**src/design/dlp_pkg.sv**
```systemverilog
// package for the converter latch and power-down control block
// assumes a single 10 MHz clock domain and a plain register port
package dlp_pkg;
    localparam int CODE_W = 12;
    localparam int NCH = 2;
    localparam logic [3:0] ADDR_CODE0 = 4'h0;
    localparam logic [3:0] ADDR_CODE1 = 4'h1;
    localparam logic [3:0] ADDR_PWRDN = 4'h2;
    localparam logic [3:0] ADDR_GAIN_STATUS = 4'h3;
    localparam logic [3:0] ADDR_IRQ_STATUS = 4'h4;
    localparam logic [3:0] ADDR_IRQ_MASK = 4'h5;
    localparam logic [1:0] PD_NORMAL = 2'h0;
    localparam logic [1:0] PD_PULL_1K = 2'h1;
    localparam logic [1:0] PD_PULL_100K = 2'h2;
    localparam logic [1:0] PD_OPEN = 2'h3;
    localparam logic [CODE_W-1:0] CODE_DEFAULT = 12'h7ff;
    localparam logic [1:0] PD_DEFAULT = 2'h0;
    localparam logic [4:0] CFG_DEFAULT = 5'h00;
    localparam int CLK_HZ = 10000000;
    localparam int ENTRY_DELAY_NS = 10000;
    localparam int EXIT_DELAY_NS = 10000;
    localparam int ENTRY_CYC = (ENTRY_DELAY_NS * (CLK_HZ / 1000000) + 999) / 1000;
    localparam int EXIT_CYC = (EXIT_DELAY_NS * (CLK_HZ / 1000000) + 999) / 1000;
    localparam int CNT_W = 8;
    localparam int IRQ_W = 4;
    localparam int IRQ_LATCH = 0;
    localparam int IRQ_PD_IN = 1;
    localparam int IRQ_PD_OUT = 2;
    localparam int IRQ_POR = 3;
    typedef struct packed {
        logic amp_on;
        logic ladder_on;
        logic ref_conn;
        logic pull_1k;
        logic pull_100k;
    } dlp_out_ctl_t;
    typedef struct packed {
        logic [3:0] addr;
        logic [15:0] wdata;
        logic wr;
        logic rd;
    } dlp_bus_req_t;
endpackage : dlp_pkg

```
**src/design/dlp_ctrl.sv**
```systemverilog
// latch, power-down and volatile memory control of a dual converter
// assumes registers are reached over a plain strobe port on clk
//
// Local design decisions: the placing of the registers and the strobed register port.
`timescale 1ns/100ps
module dlp_ctrl #(
    parameter int CODE_W = dlp_pkg::CODE_W,
    parameter int NCH = dlp_pkg::NCH
) (
    input wire logic clk, // system clock
    input wire logic rst, // synchronous reset, power-on event
    input wire logic transfer_hold_pin, // async hold input, high blocks transfer
    input wire logic [3:0] addr, // register address
    input wire logic [15:0] wdata, // write data
    input wire logic wr, // write strobe
    input wire logic rd, // read strobe
    output logic [15:0] rdata, // read data, one cycle after rd
    output logic [NCH*CODE_W-1:0] out_code, // output stage codes
    output dlp_pkg::dlp_out_ctl_t [NCH-1:0] out_ctl, // per channel analog controls
    output logic irq // level interrupt
);
    ////////////////////////////////////////////////////////////////////////
    // local field positions and widths
    localparam int IRQ_W_L = dlp_pkg::IRQ_W;
    localparam int CFG_W = 5;
    localparam int PD_W = 2;
    localparam int HOLD_BIT = 6;
    localparam int POR_BIT = 7;

    ////////////////////////////////////////////////////////////////////////
    // hold synchroniser and edge detector
    logic hold_s1_r;
    logic hold_s2_r;
    logic hold_d_r;
    logic [CODE_W-1:0] code_r [NCH];
    logic [CODE_W-1:0] stage_r [NCH];
    logic [PD_W-1:0] pwrdn_select_r [NCH];
    logic [CFG_W-1:0] cfg_r;
    logic por_flag_r;
    logic [IRQ_W_L-1:0] irq_stat_r;
    logic [IRQ_W_L-1:0] irq_mask_r;
    logic [IRQ_W_L-1:0] irq_ev;
    logic [NCH-1:0] ent_ev;
    logic [NCH-1:0] ext_ev;
    logic [15:0] rd_mux;
    logic wr_cfg;
    logic wr_pwrdn;
    logic wr_irq_stat;
    logic wr_irq_mask;
    logic rd_status;

    ////////////////////////////////////////////////////////////////////////
    // register port decode, live in every power-down mode
    assign wr_cfg = wr && addr == dlp_pkg::ADDR_GAIN_STATUS;
    assign wr_pwrdn = wr && addr == dlp_pkg::ADDR_PWRDN;
    assign wr_irq_stat = wr && addr == dlp_pkg::ADDR_IRQ_STATUS;
    assign wr_irq_mask = wr && addr == dlp_pkg::ADDR_IRQ_MASK;
    assign rd_status = rd && addr == dlp_pkg::ADDR_GAIN_STATUS;

    ////////////////////////////////////////////////////////////////////////
    // synchroniser: first stage read only by second
    always_ff @(posedge clk)
    begin
        if (rst)
        begin
            // idle low level, so no false release edge follows reset
            hold_s1_r <= 1'b0;
            hold_s2_r <= 1'b0;
            hold_d_r <= 1'b0;
        end
        else
        begin
            hold_s1_r <= transfer_hold_pin;
            hold_s2_r <= hold_s1_r;
            hold_d_r <= hold_s2_r;
        end
    end

    ////////////////////////////////////////////////////////////////////////
    always_ff @(posedge clk)
    begin
        if (rst)
        begin
            cfg_r <= dlp_pkg::CFG_DEFAULT;
        end
        else if (wr_cfg)
        begin
            cfg_r <= wdata[CFG_W-1:0];
        end
    end

    genvar ch;
    generate
        for (ch = 0; ch < NCH; ch++)
        begin : g_ch
            localparam logic [3:0] CA = dlp_pkg::ADDR_CODE0 + 4'(ch);
            localparam int CNT_W_L = dlp_pkg::CNT_W;
            logic [CNT_W_L-1:0] cnt_r;
            logic pd_eff_r;
            logic sel_nz;
            assign sel_nz = pwrdn_select_r[ch] != dlp_pkg::PD_NORMAL;

            // code writes are taken whether or not transfers are held
            always_ff @(posedge clk)
            begin
                if (rst)
                begin
                    code_r[ch] <= dlp_pkg::CODE_DEFAULT[CODE_W-1:0];
                end
                else if (wr && addr == CA)
                begin
                    code_r[ch] <= wdata[CODE_W-1:0];
                end
            end

            // level-driven transfer, shared hold for all channels
            always_ff @(posedge clk)
            begin
                if (rst)
                begin
                    stage_r[ch] <= dlp_pkg::CODE_DEFAULT[CODE_W-1:0];
                end
                else if (!hold_s2_r)
                begin
                    stage_r[ch] <= code_r[ch];
                end
            end

            always_ff @(posedge clk)
            begin
                if (rst)
                begin
                    pwrdn_select_r[ch] <= dlp_pkg::PD_DEFAULT;
                end
                else if (wr_pwrdn)
                begin
                    pwrdn_select_r[ch] <= wdata[PD_W*ch+PD_W-1 -: PD_W];
                end
            end

            // delay counter for entry and exit
            // a select that reverts before the count ends cancels the change
            always_ff @(posedge clk)
            begin
                if (rst)
                begin
                    pd_eff_r <= 1'b0;
                    cnt_r <= '0;
                end
                else if (sel_nz == pd_eff_r)
                begin
                    cnt_r <= '0;
                end
                else if (sel_nz && cnt_r >= CNT_W_L'(dlp_pkg::ENTRY_CYC - 1))
                begin
                    pd_eff_r <= 1'b1;
                    cnt_r <= '0;
                end
                else if (!sel_nz && cnt_r >= CNT_W_L'(dlp_pkg::EXIT_CYC - 1))
                begin
                    pd_eff_r <= 1'b0;
                    cnt_r <= '0;
                end
                else
                begin
                    cnt_r <= cnt_r + 1'b1;
                end
            end

            always_ff @(posedge clk)
            begin
                if (rst)
                begin
                    out_ctl[ch].amp_on <= 1'b1;
                    out_ctl[ch].ladder_on <= 1'b1;
                    out_ctl[ch].ref_conn <= 1'b1;
                    out_ctl[ch].pull_1k <= 1'b0;
                    out_ctl[ch].pull_100k <= 1'b0;
                end
                else
                begin
                    out_ctl[ch].amp_on <= !pd_eff_r;
                    out_ctl[ch].ladder_on <= !pd_eff_r;
                    out_ctl[ch].ref_conn <= !pd_eff_r;
                    out_ctl[ch].pull_1k <= pd_eff_r
                        && pwrdn_select_r[ch] == dlp_pkg::PD_PULL_1K;
                    out_ctl[ch].pull_100k <= pd_eff_r
                        && pwrdn_select_r[ch] == dlp_pkg::PD_PULL_100K;
                end
            end

            always_ff @(posedge clk)
            begin
                if (rst)
                begin
                    out_code[ch*CODE_W +: CODE_W] <= dlp_pkg::CODE_DEFAULT[CODE_W-1:0];
                end
                else
                begin
                    out_code[ch*CODE_W +: CODE_W] <= stage_r[ch];
                end
            end

            // one-cycle pulses when a pending entry or exit completes
            assign ent_ev[ch] = sel_nz && !pd_eff_r && cnt_r >= CNT_W_L'(dlp_pkg::ENTRY_CYC - 1);
            assign ext_ev[ch] = !sel_nz && pd_eff_r && cnt_r >= CNT_W_L'(dlp_pkg::EXIT_CYC - 1);
        end
    endgenerate

    ////////////////////////////////////////////////////////////////////////
    always_ff @(posedge clk)
    begin
        if (rst)
        begin
            por_flag_r <= 1'b1;
        end
        // only reset sets the flag, so no set can meet the read clear
        else if (rd_status)
        begin
            por_flag_r <= 1'b0;
        end
    end

    ////////////////////////////////////////////////////////////////////////
    // interrupts: sticky, write one to clear, set wins
    always_comb
    begin
        irq_ev = '0;
        // falling edge of the synchronised hold level
        irq_ev[dlp_pkg::IRQ_LATCH] = hold_d_r && !hold_s2_r;
        irq_ev[dlp_pkg::IRQ_PD_IN] = |ent_ev;
        irq_ev[dlp_pkg::IRQ_PD_OUT] = |ext_ev;
        irq_ev[dlp_pkg::IRQ_POR] = 1'b0;
    end

    always_ff @(posedge clk)
    begin
        if (rst)
        begin
            irq_stat_r <= IRQ_W_L'(1) << dlp_pkg::IRQ_POR;
            irq_mask_r <= '0;
        end
        else
        begin
            if (wr_irq_stat)
            begin
                irq_stat_r <= (irq_stat_r & ~wdata[IRQ_W_L-1:0]) | irq_ev;
            end
            else
            begin
                irq_stat_r <= irq_stat_r | irq_ev;
            end
            if (wr_irq_mask)
            begin
                irq_mask_r <= wdata[IRQ_W_L-1:0];
            end
        end
    end

    always_ff @(posedge clk)
    begin
        if (rst)
        begin
            irq <= 1'b0;
        end
        else
        begin
            // level output, one cycle behind the status bits
            irq <= |(irq_stat_r & irq_mask_r);
        end
    end

    ////////////////////////////////////////////////////////////////////////
    // read port always live, also in power-down; unmapped addresses read zero
    always_comb
    begin
        rd_mux = '0;
        if (addr == dlp_pkg::ADDR_CODE0)
        begin
            rd_mux[CODE_W-1:0] = code_r[0];
        end
        else if (addr == dlp_pkg::ADDR_CODE1 && NCH > 1)
        begin
            rd_mux[CODE_W-1:0] = code_r[NCH-1];
        end
        else if (addr == dlp_pkg::ADDR_PWRDN)
        begin
            rd_mux[PD_W-1:0] = pwrdn_select_r[0];
            rd_mux[2*PD_W-1:PD_W] = pwrdn_select_r[NCH-1];
        end
        else if (addr == dlp_pkg::ADDR_GAIN_STATUS)
        begin
            rd_mux[CFG_W-1:0] = cfg_r;
            rd_mux[HOLD_BIT] = hold_s2_r;
            rd_mux[POR_BIT] = por_flag_r;
        end
        else if (addr == dlp_pkg::ADDR_IRQ_STATUS)
        begin
            rd_mux[IRQ_W_L-1:0] = irq_stat_r;
        end
        else if (addr == dlp_pkg::ADDR_IRQ_MASK)
        begin
            rd_mux[IRQ_W_L-1:0] = irq_mask_r;
        end
    end

    // read data stand only in the cycle after the strobe
    always_ff @(posedge clk)
    begin
        if (rst)
        begin
            rdata <= '0;
        end
        else if (rd)
        begin
            rdata <= rd_mux;
        end
        else
        begin
            rdata <= '0;
        end
    end
endmodule : dlp_ctrl

```
**config.mk**
```make
export PLATFORM = sky130hd
export DESIGN_NAME = dlp_ctrl
export DESIGN_NICKNAME = d
export VERILOG_FILES = /design/src/design/dlp_pkg.sv /design/src/design/dlp_ctrl.sv
export SDC_FILE = /design/constraint.sdc
export NUM_CORES = 1
export LEC_CHECK = 0
export BUFFER_PORTS_ARGS = -buffer_cell sky130_fd_sc_hd__buf_2
export CORE_ASPECT_RATIO = 0.6
export CORE_UTILIZATION = 25
export DETAILED_ROUTE_END_ITERATION = 6
export REMOVE_ABC_BUFFERS = 1
export SLEW_MARGIN = 20
export SYNTH_ARGS = -nofsm -noshare
export SYNTH_HDL_FRONTEND = slang
export SYNTH_SLANG_ARGS = --single-unit
```
**constraint.sdc**
```tcl
create_clock -name clk -period 2.43 [get_ports clk]
set_input_delay 0.243 -clock clk [delete_from_list [all_inputs] [get_ports clk]]
set_output_delay 0.243 -clock clk [all_outputs]
set_load 0.01 [all_outputs]
```
# Word-level counts from Yosys, hierarchy flattened

Memories as Yosys holds them, arrays and structs flattened. A register that Yosys moved wholly into a read port is not among the register bits.
Cells that the tools add are included.

Bits in registers: 58
Latch bits: 0
RAM bits: 52
Bits in read-only memories: 0
Word-level logic and storage cells: 132
Memories: 3

Add/sub/neg operators: 2
Multiply operators: 0
Div/mod/pow operators: 0
Magnitude comparators: 2
Eq/ne operators: 11
Shift operators: 0
Muxes and demuxes: 38
Bitwise gates (word level): 14
Reduce and logical (&&, ||, !) cells: 42

Memories:

| memory         | words | bits a word | read ports | clocked after Yosys merged registers in | wr ports | line           | source |
|---|---|---|---|---|---|---|---|
| code_r         | 2     | 12          | 2          | 0                                       | 2        | dlp_ctrl.sv:35 | `logic [CODE_W-1:0] code_r [NCH];` |
| stage_r        | 2     | 12          | 2          | 2                                       | 2        | dlp_ctrl.sv:36 | `logic [CODE_W-1:0] stage_r [NCH];` |
| pwrdn_select_r | 2     | 2           | 2          | 0                                       | 2        | dlp_ctrl.sv:37 | `logic [PD_W-1:0] pwrdn_select_r [NCH];` |

Operators with widths:

| kind                                                                                | number |
|---|---|
| 12-bit two-way mux                                                                  | 5 |
| 1-bit logical AND                                                                   | 24 |
| 4-bit two-way mux                                                                   | 6 |
| 1-bit two-way mux                                                                   | 21 |
| 8-bit by 1-bit adder with 8-bit output, second input constant                       | 2 |
| 8-bit by 7-bit greater-or-equal comparator with 1-bit output, second input constant | 2 |
| 4-bit OR reduction                                                                  | 3 |
| 2-bit two-way mux                                                                   | 5 |
| 4-bit AND                                                                           | 2 |
| 4-bit by 2-bit == test with 1-bit output, second input constant                     | 2 |
| 4-bit by 3-bit == test with 1-bit output, second input constant                     | 2 |
| 4-bit by 3-bit OR with 4-bit output                                                 | 2 |
| 2-bit nonzero test                                                                  | 4 |
| 1-bit OR                                                                            | 6 |
| 2-bit OR reduction                                                                  | 3 |
| 1-bit zero test                                                                     | 5 |
| 5-bit two-way mux                                                                   | 1 |
| 2-bit by 1-bit == test with 1-bit output, second input constant                     | 2 |
| 2-bit == test, second input constant                                                | 2 |
| 4-bit by 1-bit == test with 1-bit output, second input constant                     | 1 |
| 4-bit zero test                                                                     | 1 |
| 4-bit NOT                                                                           | 1 |
| 2-bit AND reduction                                                                 | 2 |
| 1-bit NOT                                                                           | 3 |
| 1-bit == test                                                                       | 2 |

# Logic depth before layout (Yosys ltp)

Gate-level depths: netlist (run 1).
An unclocked memory read counts as a cell.

Depth in word-level cells: 8
Gate-level depth with buffers: 6

# Least setup slack after synthesis (run 1)

No wires, ideal clock.

Path type: input to register
Start: input addr[1]
End: memory code_r[1][0], enable pin
Arrival: 1.581 ns
Data required time: 2.084 ns
Slack: 0.503 ns
Stages on the path: 5
Buffers on the path: 2
Cell sequence: clkbuf_1 nand2b_1 nor3_2 clkbuf_1 a21o_1

RTL lines:

| element         | line           | source |
|---|---|---|
| start, declared | dlp_ctrl.sv:13 | `input wire logic [3:0] addr,` |
| end, declared   | dlp_ctrl.sv:35 |  |

# Worst setup path after layout (run 1)

Start: register g_ch[1].cnt_r[0]
End: register g_ch[1].cnt_r[4]

Cells in the longest elaborated chain, start to end: 3
Elaborated cells on any way between the ends: 5
Classes of those cells: add/sub: 1; order compare: 1; reduce/logical: 3

Ends and longest elaborated chain:

| element                                                      | line                             | source |
|---|---|---|
| start, declared                                              | dlp_ctrl.sv:98                   | `logic [CNT_W_L-1:0] cnt_r;` |
| start signal, assigned                                       | dlp_ctrl.sv:166                  | `cnt_r <= cnt_r + 1'b1;` |
| 8-bit by 7-bit greater-or-equal comparator with 1-bit output | dlp_ctrl.sv:154, dlp_ctrl.sv:159 |  |
| 1-bit logical AND (on tied branches)                         | dlp_ctrl.sv:154, dlp_ctrl.sv:159 |  |
| 4-bit OR reduction (no line)                                 | -                                |  |

Parallel ways exist; a longest one is shown, timed or not.
A chain may end at the register's enable or synchronous reset.

==> results of run 1 <==
logic make-up (layout without fill, tap and decap cells):
family,count (synthesis),in the layout,synth area share
adder cells (fa/ha/maj),6,6,0.0154
AND/OR/NAND/NOR,179,179,0.207
AO/OA/AOI/OAI,49,49,0.0672
buffers and inverters,43,121,0.0423
other,1,7,0.000768
multiplexers,4,4,0.00923
flip-flops,130,130,0.640
XOR/XNOR,10,10,0.0179
cells in the mapped netlist:
library cell,number
and2_1,5
a311oi_1,2
dfxtp_1,78
a31o_1,2
buf_4,8
buf_1,1
nor2_2,14
ha_1,6
nor3_1,5
or3_1,25
clkbuf_1,19
or4_1,2
nor4_1,1
nor3b_1,7
nand3_1,19
a22oi_1,7
nor2b_1,10
nand2b_1,5
buf_6,2
edfxtp_1,52
conb_1,1
nor2_1,19
a21o_1,5
inv_1,13
xor2_1,4
and3_1,4
a21oi_1,13
nor4bb_1,1
or2_2,40
nand2_1,20
nand3b_1,1
o21ai_0,11
a222oi_1,7
mux2_2,4
xnor2_1,6
nor3_2,1
a31oi_1,2
power groups by stage:
stage | Combinational, W | Clock (W) | Sequential (W)
finish | 0.000270 | 0.00270 | 0.00241
global placement | 0.000264 | 0 | 0.00245
detailed placement | 0.000270 | 0 | 0.00245
global route | 0.000303 | 0.00286 | 0.00242
CTS | 0.000272 | 0.00275 | 0.00241
floorplan | 0.000128 | 0 | 0.00246
worst paths after layout:
| kind | slack (ns) | endpoint | depth (start not counted) |
|---|---|---|---|
| max | 0.32 | g_ch[1].cnt_r[4] | 5 |
| min | 0.06 | hold_s1_r | 2 |
| max reg2reg | 0.32 | g_ch[1].cnt_r[4] | 5 |
| min reg2reg | 0.43 | out_code[22] | 1 |
placed cells by master (no fill, tap or decap), types with 2 or more instances in the layout:
master	count
a21o_1	5
a21oi_1	13
a222oi_1	7
a22oi_1	7
a311oi_1	2
a31o_1	2
a31oi_1	2
and2_1	5
and3_1	4
buf_2	67
buf_4	9
bufinv_16	4
clkbuf_16	17
clkinv_1	2
clkinvlp_4	3
conb_1	6
dfxtp_1	78
edfxtp_1	52
ha_1	6
inv_1	13
inv_6	4
mux2_2	4
nand2_1	20
nand2b_1	5
nand3_1	19
nor2_1	19
nor2_2	14
nor2b_1	10
nor3_1	5
nor3b_1	7
o21ai_0	11
or2_2	40
or3_1	25
or4_1	2
xnor2_1	6
xor2_1	4
metal layers:
| metal | vias to the layer above | global-route usage | share of wire |
|---|---|---|---|
| met3 | 10 | 0.0480 | 0.078 |
| met2 | 91 | 0.167 | 0.46 |
| met5 | - | 0 | 0.00077 |
| met4 | 2 | 0.0378 | 0.0081 |
| met1 | 1518 | 0.132 | 0.45 |
| li1 | 1594 | - | - |
layout make-up:
class	count	area (um2)	share of cell area
well taps	266	333	0.0544
inverters	13	48.8	0.00798
flip-flops and latches	130	3120	0.511
diodes	1	2.50	0.000409
clock buffers	17	425	0.0695
repair buffers	76	403	0.0659
multi-input cells	254	1580	0.258
clock inverters	15	205	0.0335
registers in the layout, indices dropped and copies added, names as in the netlist:
register,count
out_ctl,6
hold_s1_r,1
rdata,12
hold_d_r,1
irq_stat_r,4
hold_s2_r,1
irq,1
por_flag_r,1
g_ch.pd_eff_r,2
cfg_r,5
stage_r,24
g_ch.cnt_r,16
pwrdn_select_r,4
code_r,24
irq_mask_r,4
out_code,24
critical path, stage by stage, from the launching register on:
cell,delay (ns)
dfxtp_1,0.32
ha_1,0.23
or4_1,0.56
a31o_1,0.30
or3_1,0.49
nor2_2,0.15
through the flow:
step	worst slack (ns)	util
final	0.323	0.321
after global routing	0.248	0.320
after CTS	0.311	0.320
after detailed placement	0.330	0.287
after global placement	0.393	0.287
after floorplan	0.240	-
==> key figures, run 1 <==
Critical path
  – WP data arrival: roughly 2.5 ns
  – Launch point of the worst reg-to-reg path: g_ch[1].cnt_r[0]
  – Crit. Startpoint: g_ch[1].cnt_r[0]
  – Setup crit start kind: flop
  – Critical Path End Type: flop
  – Critical setup path kind: reg -> reg
  – CP Max Fanout: 7
  – Req. time, crit path: about 2.8 ns

Place
  – Detail Placement HPWL: 7390 um
  – Cells after DPL: around 740
  – I/O Buffers: 67
  – Post-DP Area: 5480 um2
  – Final Wtd Congestion: around 0.85

Global routing
  – First-pass GRT wire length: 15900 um
  – Antenna violations before repair: 2
  – Number of global-route vias before repair: 3044
  – Total Routing Usage GR: 0.107
  – Largest net degree at the start of global routing: 31
  – Gr ovfl total: 0

Synth
  – Top post-synthesis cells by area: dfxtp_1, edfxtp_1, or2_2
  – Synth Register Bits: 130
  – Seq/Total Area, Yosys: 0.640
  – Synthesized area: about 4900 um2
  – Largest area contributor in the netlist: dfxtp_1
  – YS warnings: 0
  – Synthesized area per cell: between 10 and 15 um2
  – Netlist cell types: 37
  – Synth Instances: roughly 420
  – Top cell type's share of synthesized area: 0.320

STA
  – Final hold vios: 0
  – Post-route minimum period: around 2.1 ns
  – Slew headroom: 0.348
  – Fin. max-slew vios: 0
  – Setup_tns: 0 ns
  – Highest clock rate: about 0.47 GHz
  – Measured slew at the worst slew-check pin: between 0.9 and 1 ns
  – Final setup fails: 0
  – Unrepaired setup endpoints after global routing: no
  – Period utilisation layout: 0.867
  – Final clock skew: ~0.0065 ns
  – Hold WS: 0.0627 ns

Pwr
  – P_int: between 0.004 and 0.005 W
  – Tot Pwr: around 0.0054 W
  – Logic pwr share: 0.050
  – Leak pwr: ~2.3 nW
  – Max VDD drop: between 300 and 400 uV
  – Switching Share: 0.218
  – Switching Power: approximately 0.0012 W
  – PwrDens: ~900 nW/um2
  – Share of total power in sequential cells: 0.448
  – Clock share of power: 0.502

Detailed routing
  – DRT Pass-1 Iters: 6
  – DR iter-0 viols: 206
  – Total number of vias: ~3200
  – DRT Wirelength: approximately 10000 um
  – Drt wl/cell: 13.4 um
  – Vias per inst: ~4.2
  – Drc violations: 2
  – Final antenna-violating net count: 0

Outcome
  – Violated checks: DRC
  – Status: finished with violations

Worst hold path
  – Hold Startpoint: transfer_hold_pin
  – Tightest Hold Check Type: in -> reg

Floorplan
  – Core ar.: around 19000 um2
  – Die Y: between 100 and 150 um
  – IO Count: 76
  – Die footprint: between 20000 and 25000 um2
  – Die width: approximately 180 um
  – Initial Utilization: 0.256
  – Row count: 39

CTS
  – Post-CTS Setup Inserts: 0
  – CTS sink cnt: 130
  – H-tree depth reported by CTS: 4
  – Clk slew on worst S/H paths: around 0.060 ns
  – CTS buffer count: 17
  – Resized Gates After CTS: 0
  – CTS root buffer: clkbuf_16
  – Worst-Skew Late Latency: between 0.4 and 0.5 ns
  – Cts hold-fix bufs: 0
  – Maximum clock path buffer count: 2
  – CTS tree: built

Cells and area
  – Final std cells w/o fill: 772
  – Filler cells: ~1900
  – Final Cell Area: 6120 um2
  – Ratio of cells with drive above 1 in the final layout: 0.329
  – Nets: 523
  – Area delta synth->final: 25.3%

Run
  – MaxCap Viol Count: 0
(Power assumes the default switching activity.)
==> run 2: changes to the inputs <==
--- a/config.mk
+++ b/config.mk
@@ -6,9 +6,12 @@
 export NUM_CORES = 1
 export LEC_CHECK = 0
 export BUFFER_PORTS_ARGS = -buffer_cell sky130_fd_sc_hd__buf_2
+export CELL_PAD_IN_SITES_DETAIL_PLACEMENT = 1
+export CELL_PAD_IN_SITES_GLOBAL_PLACEMENT = 2
 export CORE_ASPECT_RATIO = 0.6
 export CORE_UTILIZATION = 25
 export DETAILED_ROUTE_END_ITERATION = 6
+export PLACE_DENSITY_LB_ADDON = 0.1
 export REMOVE_ABC_BUFFERS = 1
 export SLEW_MARGIN = 20
 export SYNTH_ARGS = -nofsm -noshare
==> run 2 against run 1 <==
The run still ends with DRC left. Worst hold slack worse by 0.019 ns. First-iteration DRC count shrank 13%. Critical path depth is the same. Global-route usage is 2.4 points higher. Clock-buffer cell count rose by 1. Combinational power increased by 9.3%. Via count increased by 0.56%. Non-clock buffer count grew 3. Setup slack hardly changed. Highest routed layer is now met4.
==> key figures, run 2 (synthesized netlist as in run 1, its figures left out) <==
Outcome
  – Status: finished with violations (unchanged)
  – Violated checks: DRC (unchanged)

Cells and area
  – Most common cell after layout, fill and taps aside: dfxtp_1 (unchanged)
  – Nets: 526 (was 523)
  – # diodes: 0 (was 1)
  – Filler cells: 2102 (was 1912)
  – Top flop regs: code_r (24), out_code (24), stage_r (24) (unchanged)
  – Final std cells w/o fill: 774 (was 772)
  – Ratio of cells with drive above 1 in the final layout: 0.339 (was 0.329)
  – Area delta synth->final: 26.0% (was 25.3%)
  – Most frequent cells in the layout: dfxtp_1, buf_2, edfxtp_1, or2_2, or3_1 (unchanged)

Detailed routing
  – Drt wl/cell: 15.8 um (was 13.4 um)
  – Drc violations: 2 (unchanged)
  – DRT Pass-1 Iters: 6 (unchanged)
  – DRT Wirelength: 12200 um (was 10300 um)
  – Vias per inst: 4.18 (was 4.16)
  – Total number of vias: 3233 (was 3215)
  – DR iter-0 viols: 179 (was 206)
  – Final antenna-violating net count: 0 (unchanged)

Place
  – Cells after DPL: 742 (was 739)
  – Detail Placement HPWL: 8520 um (was 7390 um)
  – Dpl ws: 0.301 ns (was 0.330 ns)
  – Final Wtd Congestion: 0.748 (was 0.847)
  – I/O Buffers: 67 (unchanged)

STA
  – Setup_tns: 0 ns (unchanged)
  – Final hold vios: 0 (unchanged)
  – Highest clock rate: 0.475 GHz (about the same)
  – Slew headroom: 0.630 (was 0.348)
  – Period utilisation layout: 0.867 (about the same)
  – Measured slew at the worst slew-check pin: 0.555 ns (was 0.977 ns)
  – Unrepaired setup endpoints after global routing: no (unchanged)
  – Fin. max-slew vios: 0 (unchanged)
  – Post-route setup slack: 0.323 ns (about the same)
  – Final clock skew: 0.0120 ns (was 0.00646 ns)
  – Final setup fails: 0 (unchanged)
  – Post-route minimum period: 2.11 ns (about the same)

Global routing
  – Largest net degree at the start of global routing: 77 (was 31)
  – Number of global-route vias before repair: 3254 (was 3044)
  – Total Routing Usage GR: 0.131 (was 0.107)
  – First-pass GRT wire length: 19000 um (was 15900 um)
  – Antenna violations before repair: 0 (was 2)
  – Gr ovfl total: 0 (unchanged)

CTS
  – Resized Gates After CTS: 0 (unchanged)
  – Post-CTS Setup Inserts: 0 (unchanged)
  – Maximum clock path buffer count: 2 (unchanged)
  – Worst-Skew Late Latency: 0.42 ns (was 0.41 ns)
  – H-tree depth reported by CTS: 4 (unchanged)
  – CTS tree: built (unchanged)
  – Clk slew on worst S/H paths: 0.06 ns (about the same)
  – CTS root buffer: clkbuf_16 (unchanged)
  – Cts hold-fix bufs: 0 (unchanged)
  – CTS buffer count: 17 (unchanged)
  – CTS sink cnt: 130 (unchanged)

Pwr
  – Max VDD drop: 463 uV (was 358 uV)
  – Leak pwr: 2.28 nW (was 2.25 nW)
  – PwrDens: 872 nW/um2 (was 878 nW/um2)

Floorplan
  – Core ar.: 19100 um2 (unchanged)
  – Die width: 182 um (unchanged)
  – Row count: 39 (unchanged)
  – Die Y: 110 um (unchanged)
  – Die footprint: 20100 um2 (unchanged)
  – IO Count: 76 (unchanged)
  – Initial Utilization: 0.256 (unchanged)

Critical path
  – Setup crit start kind: flop (unchanged)
  – Critical setup path kind: reg -> reg (unchanged)
  – CP Max Fanout: 7 (unchanged)
  – Req. time, crit path: 2.78 ns (about the same)
  – Critical Path End Type: flop (unchanged)
  – WP data arrival: 2.46 ns (about the same)

Worst hold path
  – Tightest Hold Check Type: in -> reg (unchanged)

Run
  – MaxCap Viol Count: 0 (unchanged)
run 2: power by group:
| part | total, W | switching (W) | leakage (nW) | internal (W) |
|---|---|---|---|---|
| combinational | 0.000295 | 0.000181 | 0.840 | 0.000114 |
| clock | 0.00266 | 0.00101 | 0.298 | 0.00165 |
| sequential | 0.00241 | 0.0000438 | 1.14 | 0.00237 |
| total | 0.00536 | 0.00123 | 2.28 | 0.00413 |
run 2: path summary, 6_finish.rpt:
path                            to  slack (ns)  cells after the start         startpoint
hold / removal           hold_s1_r        0.04                      2  transfer_hold_pin
hold reg to reg        out_code[9]        0.42                      1      stage_r[0][9]
setup / recovery  g_ch[1].cnt_r[2]        0.32                      5   g_ch[1].cnt_r[0]
setup reg to reg  g_ch[1].cnt_r[2]        0.32                      5   g_ch[1].cnt_r[0]
run 2: area by class of cell:
cell class | count | area [um2] | area share
Tap cell | 266 | 333 | 0.0541
Clock buffer | 18 | 439 | 0.0714
Inverter | 13 | 48.8 | 0.00793
Sequential cell | 130 | 3120 | 0.508
Multi-Input combinational cell | 254 | 1580 | 0.257
Clock inverter | 14 | 174 | 0.0283
Timing Repair Buffer | 79 | 450 | 0.0732
run 2: worst max-delay path: stages, from the launching register on:
cell and delay [ns]:
dfxtp_1 0.33, ha_1 0.24, or4_1 0.52, a31o_1 0.29, or3_1 0.51, nor2_2 0.16
run 2: per-layer routing:
layer	global-route usage	routed length [um]	vias up
met4	0.0486	126	0
met1	0.188	6560	1545
met2	0.184	4940	73
met3	0.0384	570	11
li1	-	-	1604
met5	0	0	-
run 2: through the flow:
step / hold slack [ns] / instance area, um2 / total power (W) / utilization
floorplan: 0.312 / 4740 / 0.00259 / -
global placement: 0.414 / 5540 / 0.00275 / 0.290
detailed placement: 0.411 / 5540 / 0.00276 / 0.290
CTS: 0.0279 / 6150 / 0.00545 / 0.322
global route: 0.0598 / 6150 / 0.00558 / 0.322
finish: 0.0435 / 6150 / 0.00536 / 0.322
